==> config.mk <==
export PLATFORM = sky130hd
export DESIGN_NAME = sdram_mode_burst_dev_flat
export DESIGN_NICKNAME = d
export VERILOG_FILES = /design/src/sdram_cfg_pkg.sv /design/src/sdram_cfg_if.sv /design/src/sdram_mode_burst_dev.sv /design/src/flat_wrapper.sv
export VERILOG_INCLUDE_DIRS = /design/src /design/src/src
export SDC_FILE = /design/constraint.sdc
export NUM_CORES = 1
export LEC_CHECK = 0
export ABC_AREA = 1
export CAP_MARGIN = 20
export CORE_ASPECT_RATIO = 1.4
export CORE_MARGIN = 4
export CORE_UTILIZATION = 60
export CTS_CLUSTER_SIZE = 14
export DETAILED_ROUTE_END_ITERATION = 16
export DONT_BUFFER_PORTS = 1
export PLACE_DENSITY = 0.76
export SLEW_MARGIN = 20
export SYNTH_ARGS = -nofsm -noshare
export SYNTH_HDL_FRONTEND = slang
export SYNTH_SLANG_ARGS = --single-unit
==> constraint.sdc <==
create_clock -name i_clk -period 2.6 [get_ports i_clk]
set_input_delay 0.13 -clock i_clk [delete_from_list [all_inputs] [get_ports i_clk]]
set_output_delay 0.13 -clock i_clk [all_outputs]
set_load 0.005 [all_outputs]
==> src/sdram_cfg_defs.svh <==
// Overview of operation
// Capture config on load command, hold until reloaded
// Span bits 0-2, order bit 3, latency 4-6
// Bits 7-8 op mode, 9 write mode, 10-11 zero
// Select bits 12-13 zero target the primary config
// Load only when idle, then wait before next
// Spans 1,2,4,8 both orders; page only sequential
// Page burst runs until stop, wraps at page end
// Span limits columns reached per command
// Upper column bits pick block, low bits start
// Burst wraps inside its block at the boundary
// Order bit picks order; page forces sequential
// Sequential: offset plus k modulo span
// Interleaved: offset XOR k
// Page burst covers whole row from start column
// Span one: full column, order bit ignored
// Controller never programs reserved span codes
// Latency one to three clocks before data valid
// Write single bit makes writes one location
// Normal mode only with bits 7,8,10,11 zero
// Span codes 0,1,2,3,7; latency equals clocks
// One new column per clock, low bits only
`ifndef SDRAM_CFG_DEFS_SVH
`define SDRAM_CFG_DEFS_SVH

`define CFG_W          14
`define SPAN_LO        0
`define SPAN_HI        2
`define ORDER_BIT      3
`define LAT_LO         4
`define LAT_HI         6
`define OP_LO          7
`define OP_HI          8
`define WR_SINGLE_BIT  9
`define RSV_LO         10
`define RSV_HI         11
`define SEL_LO         12
`define SEL_HI         13
`define SEL_PRIMARY    2'h0

`define SPAN_1         3'h0
`define SPAN_2         3'h1
`define SPAN_4         3'h2
`define SPAN_8         3'h3
`define SPAN_FULL      3'h7

`define CFG_RESET      14'h0000
`define MODE_VAL_RESET 14'h0022

`define REG_MODE_VAL   12'h000
`define REG_CMD        12'h004
`define REG_STATUS     12'h008

`define OP_LOAD        3'h1
`define OP_READ        3'h2
`define OP_WRITE       3'h3
`define OP_STOP        3'h4
`define CMD_COL_LO     16

`define ST_BUSY_BIT    0
`define ST_BURST_BIT   1
`define ST_REFUSED_BIT 2
`define ST_BADMODE_BIT 3

`define LOAD_SETTLE_CYCLES 2

`endif

==> src/sdram_cfg_pkg.sv <==
`default_nettype none
package sdram_cfg_pkg;

    typedef enum logic [2:0] {
        CMD_NOP,
        CMD_LOAD_CFG,
        CMD_READ,
        CMD_WRITE,
        CMD_STOP
    } cmd_t;

    typedef enum logic [1:0] {
        ST_IDLE,
        ST_DRAIN,
        ST_SETTLE
    } ctl_state_t;

endpackage : sdram_cfg_pkg
`default_nettype wire

==> src/sdram_cfg_if.sv <==
`default_nettype none
interface sdram_cfg_if;
    import sdram_cfg_pkg::*;

    cmd_t        cmd;
    logic [13:0] addr;
    logic        burst_busy;

    modport dev (
        input  cmd,
        input  addr,
        output burst_busy
    );

    modport ctl (
        output cmd,
        output addr,
        input  burst_busy
    );

endinterface : sdram_cfg_if
`default_nettype wire

==> src/sdram_mode_burst_dev.sv <==
// Chosen here: the address map and the APB register port.
`include "sdram_cfg_defs.svh"
`default_nettype none
module sdram_mode_burst_dev #(
    parameter int COL_W = 9
) (
    input  wire logic             i_clk,
    input  wire logic             i_sys_rst,
    sdram_cfg_if.dev              bus,
    output logic                  o_col_valid,
    output logic [COL_W-1:0]      o_col_addr,
    output logic                  o_col_write,
    output logic                  o_rd_valid,
    output logic                  o_cfg_loaded,
    output logic                  o_normal_mode,
    output logic [2:0]            o_read_latency
);
    import sdram_cfg_pkg::*;

    // 9 column address bits for the 16-bit organisation, 8 for the 32-bit one
    generate
        if (COL_W != 8 && COL_W != 9) begin : g_bad_col_w
            $error("COL_W must be 8 or 9");
        end
    endgenerate

    logic [`CFG_W-1:0] cfg_r;
    logic              loaded_r;
    logic              active_r;
    logic              write_r;
    logic              ilv_r;
    logic [COL_W-1:0]  base_r;
    logic [COL_W-1:0]  cnt_r;
    logic [COL_W-1:0]  mask_r;
    logic              col_valid_r;
    logic [COL_W-1:0]  col_addr_r;
    logic              col_write_r;
    logic              busy_r;
    logic              rd_p1_r;
    logic              rd_p2_r;
    logic              rd_valid_r;
    logic              normal_r;

    logic [2:0]        span;
    logic [2:0]        lat;
    logic              order_bit;
    logic              wr_single;
    logic              start;
    logic              is_wr;
    logic              stop;
    logic [COL_W-1:0]  mask_new;
    logic              ilv_new;
    logic              rd_nxt;
    logic              active_nxt;

    // offset mask of the aligned block for each span code
    function automatic logic [COL_W-1:0] span_mask(input logic [2:0] code);
        logic [COL_W-1:0] m;
        m = '0;
        case (code)
            `SPAN_2:    m = COL_W'(3'h1);
            `SPAN_4:    m = COL_W'(3'h3);
            `SPAN_8:    m = COL_W'(3'h7);
            `SPAN_FULL: m = '1;
            default:    m = '0;
        endcase
        return m;
    endfunction : span_mask

    // block bits stay, only the masked offset moves
    function automatic logic [COL_W-1:0] col_of(
        input logic [COL_W-1:0] base,
        input logic [COL_W-1:0] k,
        input logic [COL_W-1:0] mask,
        input logic             ilv
    );
        logic [COL_W-1:0] off;
        off = '0;
        if (ilv) begin
            off = base ^ k;
        end else begin
            off = base + k;
        end
        return (base & ~mask) | (off & mask);
    endfunction : col_of

    // mode configuration register
    always_ff @(posedge i_clk) begin
        if (i_sys_rst) begin
            cfg_r    <= `CFG_RESET;
            loaded_r <= 1'b0;
        end else if (bus.cmd == CMD_LOAD_CFG
                     && bus.addr[`SEL_HI:`SEL_LO] == `SEL_PRIMARY) begin
            cfg_r    <= bus.addr;
            loaded_r <= 1'b1;
        end
    end

    always_comb begin
        span      = cfg_r[`SPAN_HI:`SPAN_LO];
        order_bit = cfg_r[`ORDER_BIT];
        lat       = cfg_r[`LAT_HI:`LAT_LO];
        wr_single = cfg_r[`WR_SINGLE_BIT];
    end

    // commands before the first load are ignored: the mode would be undefined
    always_comb begin
        is_wr    = (bus.cmd == CMD_WRITE);
        start    = loaded_r && (bus.cmd == CMD_READ || is_wr);
        stop     = (bus.cmd == CMD_STOP);
        mask_new = (is_wr && wr_single) ? '0 : span_mask(span);
        ilv_new  = order_bit && span != `SPAN_FULL && span != `SPAN_1;
        if (start) begin
            rd_nxt = !is_wr;
        end else if (stop) begin
            rd_nxt = 1'b0;
        end else begin
            rd_nxt = active_r && !write_r;
        end
    end

    always_comb begin
        active_nxt = active_r;
        if (start) begin
            active_nxt = (mask_new != '0);
        end else if (stop) begin
            active_nxt = 1'b0;
        end else if (active_r && mask_r != '1 && cnt_r == mask_r) begin
            active_nxt = 1'b0;
        end
    end

    // column sequencer: the first column leaves on the command's own edge
    always_ff @(posedge i_clk) begin
        if (i_sys_rst) begin
            active_r    <= 1'b0;
            write_r     <= 1'b0;
            ilv_r       <= 1'b0;
            base_r      <= '0;
            cnt_r       <= '0;
            mask_r      <= '0;
            col_valid_r <= 1'b0;
            col_addr_r  <= '0;
            col_write_r <= 1'b0;
        end else if (start) begin
            active_r    <= active_nxt;
            write_r     <= is_wr;
            ilv_r       <= ilv_new;
            base_r      <= bus.addr[COL_W-1:0];
            cnt_r       <= COL_W'(1'b1);
            mask_r      <= mask_new;
            col_valid_r <= 1'b1;
            col_addr_r  <= bus.addr[COL_W-1:0];
            col_write_r <= is_wr;
        end else if (stop) begin
            active_r    <= 1'b0;
            col_valid_r <= 1'b0;
        end else if (active_r) begin
            active_r    <= active_nxt;
            col_valid_r <= 1'b1;
            col_addr_r  <= col_of(base_r, cnt_r, mask_r, ilv_r);
            col_write_r <= write_r;
            cnt_r       <= cnt_r + 1'b1;
        end else begin
            col_valid_r <= 1'b0;
        end
    end

    // busy until the last column of a burst has left
    always_ff @(posedge i_clk) begin
        if (i_sys_rst) begin
            busy_r <= 1'b0;
        end else begin
            busy_r <= active_nxt || (start && !stop);
        end
    end

    // read data strobe delayed by the latency field; codes outside 1..3 act as 3
    always_ff @(posedge i_clk) begin
        if (i_sys_rst) begin
            rd_p1_r    <= 1'b0;
            rd_p2_r    <= 1'b0;
            rd_valid_r <= 1'b0;
        end else begin
            rd_p1_r <= rd_nxt;
            rd_p2_r <= rd_p1_r;
            case (lat)
                3'h1:    rd_valid_r <= rd_nxt;
                3'h2:    rd_valid_r <= rd_p1_r;
                default: rd_valid_r <= rd_p2_r;
            endcase
        end
    end

    always_ff @(posedge i_clk) begin
        if (i_sys_rst) begin
            normal_r <= 1'b0;
        end else begin
            normal_r <= loaded_r && cfg_r[`OP_HI:`OP_LO] == 2'h0
                        && cfg_r[`RSV_HI:`RSV_LO] == 2'h0;
        end
    end

    assign bus.burst_busy = busy_r;
    assign o_col_valid    = col_valid_r;
    assign o_col_addr     = col_addr_r;
    assign o_col_write    = col_write_r;
    assign o_rd_valid     = rd_valid_r;
    assign o_cfg_loaded   = loaded_r;
    assign o_normal_mode  = normal_r;
    assign o_read_latency = cfg_r[`LAT_HI:`LAT_LO];

endmodule : sdram_mode_burst_dev
`default_nettype wire

==> src/flat_wrapper.sv <==
// flat-port wrapper written by rule: the top's interface ports become plain ports
module sdram_mode_burst_dev_flat import sdram_cfg_pkg::*;
#(
    parameter int COL_W = 9
)
  (i_clk, i_sys_rst, o_col_valid, o_col_addr, o_col_write, o_rd_valid, o_cfg_loaded, o_normal_mode, o_read_latency, bus_cmd, bus_addr, bus_burst_busy);
  sdram_cfg_if bus_i ();
  input  wire logic i_clk;
  input  wire logic i_sys_rst;
  output logic o_col_valid;
  output logic [COL_W-1:0] o_col_addr;
  output logic o_col_write;
  output logic o_rd_valid;
  output logic o_cfg_loaded;
  output logic o_normal_mode;
  output logic [2:0] o_read_latency;
  input wire logic [$bits(bus_i.cmd)-1:0] bus_cmd;
  input wire logic [$bits(bus_i.addr)-1:0] bus_addr;
  output wire logic [$bits(bus_i.burst_busy)-1:0] bus_burst_busy;
  assign bus_i.cmd = bus_cmd;
  assign bus_i.addr = bus_addr;
  assign bus_burst_busy = bus_i.burst_busy;
  sdram_mode_burst_dev #(.COL_W(COL_W)) u_core (.i_clk(i_clk), .i_sys_rst(i_sys_rst), .bus(bus_i), .o_col_valid(o_col_valid), .o_col_addr(o_col_addr), .o_col_write(o_col_write), .o_rd_valid(o_rd_valid), .o_cfg_loaded(o_cfg_loaded), .o_normal_mode(o_normal_mode), .o_read_latency(o_read_latency));
endmodule
==> impl_metrics.yaml <==
synth:
  async_flop_share_pct: 0
  synth.top_cell.area_share_pct: 40.4
  yosys_most_used_dff: "dfxtp_1"
  yosys_register_bits: 54
  netlist_area_um2: 2670
  synth.distinct_cells: 35
  synth_warnings: 0
  ys_seq_area_share_pct: 40.4
  synth_top_area_cell: "dfxtp_1"
  synth.area.top_cells: "dfxtp_1 40%, nand2_1 9.8%, a21oi_1 7.3%, nor2_1 6.0%, inv_1 5.9%"
  synth_edf_count: 0
  synth_nets: 403
  synth.avg_cell_area_um2: 7.15
  synthCells: 374
flow_run:
  max_cap_viol_count: 0
pwr:
  peakVddDrop_mv: 0.405
  p_per_area_nw_per_um2: 478
  cellLeakagePower_uw: 0.00123
global_routing:
  grt_overflow: 0
  grt_pass1_wl_mm: 10.3
  grt_max_degree: 28
  track_usage_pct: 23.5
  antenna_found_initial: 0
  grt_pass1_vias: 2316
critical_path:
  reg2reg_from: "u_core.cnt_r[0]"
  critPathArrivalTime_ns: 1.96
  crit_path_start_kind: "flip-flop"
  cp.required_ns: 2.75
  crit_type: "reg2reg"
  crit_path_start: "u_core.cnt_r[0]"
  crit_fanout: 5
  end_kind: "flip-flop"
sta:
  final.setup.tns_ns: 0
  worst_slew_pin_slew_ns: 1.01
  rsz0062_at_grt: "false"
  skew_ns: 0.00900
  fmax_ghz: 0.554
  post-route-period-util_pct: 69.4
  slew_viol_final: 0
  slew_headroom_pct: 32.7
  setup_viol: 0
  final_hold_viol_count: 0
  period_needed_ns: 1.80
place:
  place_congestion: 0.831
  dp.cells: 421
  port_buffers: 0
  dp_hpwl_mm: 4.43
cts:
  cts_buffers: 5
  clk_latency_ns: 0.31
  cts_tree: "built"
  path_clk_slew_ns: 0.10
  ctsLongestPathBuffers: 2
  cts.sinks: 54
  ctsResizeCount: 0
  cts_root_buf: "clkbuf_8"
  hold_buffers: 12
  postCtsSetupBuffers: 0
  cts_htree_levels: 2
floorplan:
  die_area_um2: 5600
  die_w_um: 64.4
  top_level_ports: 37
  core.rowCount: 28
  start_util_pct: 62.5
  core_area_um2: 4270
  die_h_um: 87.0
detailed_routing:
  wire_per_inst_um: 13.5
  routed_via_density: 5.34
  num_vias: 2361
  firstDrtPassIters: 4
  initialDrtViolationCount: 131
  drc_errors: 0
  wl_mm: 5.96
  ant_nets: 0
run_status:
  status: "finished, final reports clean"
final_layout:
  layout-drive-gt1-share_pct: 7.07
  area_growth_pct: 8.24
  nNetsFinal: 410
  n_antenna_cell: 0
  stdcell_count: 442
  multiInputGateArea_um2: 1330
  fillers: 387
  regArea_um2: 1080
worst_hold_path:
  hold_path.class: "in2reg"
  hp-start: "bus_addr[8]"
-- power breakdown --
group | switching [µW] | internal (µW)
Clock | 271 | 214
Sequential | 5.17 | 833
Combinational | 34.3 | 23.7
-- cell families (layout without fill, tap and decap cells) --
| kind of cell | after synthesis | after routing | share of synthesized area [%] |
|---|---|---|---|
| buf+inv | 62 | 70 | 9.88 |
| flops | 54 | 54 | 40.4 |
| mux | 1 | 1 | 0.375 |
| xor+xnor | 5 | 5 | 1.64 |
| compound gates | 80 | 80 | 15.7 |
| simple gates | 162 | 162 | 27.0 |
| fa+ha+maj | 10 | 10 | 4.96 |
-- cell type report --
cell class	instances	area share [%]
flip-flops and latches	54	37.4
clock buffers	6	2.85
inverters	49	6.36
repair buffers	13	4.50
clock inverters	2	0.433
multi-input cells	258	45.9
well taps	60	2.60
-- worst paths after layout --
kind	depth (start not counted)	slack (ns)	end
worst min-delay path	2	0.007	u_core.base_r[8]
worst min register to register	1	0.44	u_core.o_normal_mode
worst max register to register	9	0.80	u_core.o_col_addr[4]
worst max-delay path	9	0.80	u_core.o_col_addr[4]
-- critical path: stages (launching register included) --
cell and delay, ns:
dfxtp_1 0.36, ha_1 0.24, fa_1 0.39, nand3_1 0.09, nand3_1 0.12, nand2_1 0.10, xor2_1 0.15, nand2_1 0.07
nand3_1 0.07, a21oi_1 0.06
-- stage by stage --
| step | hold WS (ns) | util [%] | instance area [µm²] | setup slack (ns) | power [µW] |
|---|---|---|---|---|---|
| 5_1_grt | 0.0175 | 67.7 | 2890 | 0.628 | 1430 |
| 3_5_place_dp | 0.204 | 62.4 | 2670 | 0.837 | 893 |
| 2_1_floorplan | 0.265 | - | 2670 | 0.997 | 891 |
| 3_3_place_gp | 0.202 | 62.4 | 2670 | 0.897 | 892 |
| 6_report | 0.00686 | 67.7 | 2890 | 0.796 | 1380 |
| 4_1_cts | 0.000679 | 67.4 | 2880 | 0.794 | 1390 |
-- cells in the mapped netlist (3+ instances only) --
library cell	number
a21oi_1	39
buf_2	4
buf_4	5
clkbuf_1	3
dfxtp_1	54
ha_1	9
inv_1	42
inv_2	7
nand2_1	70
nand3_1	25
nor2_1	43
nor2_2	4
nor3_1	7
o21ai_0	23
o21ai_1	10
xor2_1	5
-- sequential cells by signal, summed over array words and instances (netlist names) --
signal / cells
u_core.rd_p1_r: 1
u_core.base_r: 9
u_core.o_col_write: 1
u_core.cnt_r: 9
u_core.o_col_addr: 9
u_core.o_cfg_loaded: 1
u_core.bus.burst_busy: 1
u_core.mask_r: 4
u_core.o_rd_valid: 1
u_core.ilv_r: 1
u_core.o_normal_mode: 1
u_core.o_col_valid: 1
u_core.active_r: 1
u_core.cfg_r: 12
u_core.rd_p2_r: 1
u_core.write_r: 1
-- metal layers --
layer | global-route usage, % | up-vias | wire length [µm]
met4 | 7.69 | 0 | 96
met1 | 27.4 | 1081 | 2520
met3 | 5.17 | 9 | 262
met5 | 0 | - | 0
met2 | 42.3 | 40 | 3080
li1 | - | 1231 | -
-- cell usage in the layout (no fill, tap or decap), types with 2 or more instances in the layout --
cell type,instances
nand2_1,70
dfxtp_1,54
nor2_1,43
inv_1,42
a21oi_1,39
nand3_1,25
o21ai_0,23
dlygate4sd3_1,13
o21ai_1,10
ha_1,9
inv_2,7
nor3_1,7
clkbuf_8,6
xor2_1,5
nor2_2,4
nand2_2,2
nand2_4,2
o22ai_1,2
nor3b_1,2
nand4_1,2
No activity file was read; power rests on OpenSTA's default activity.
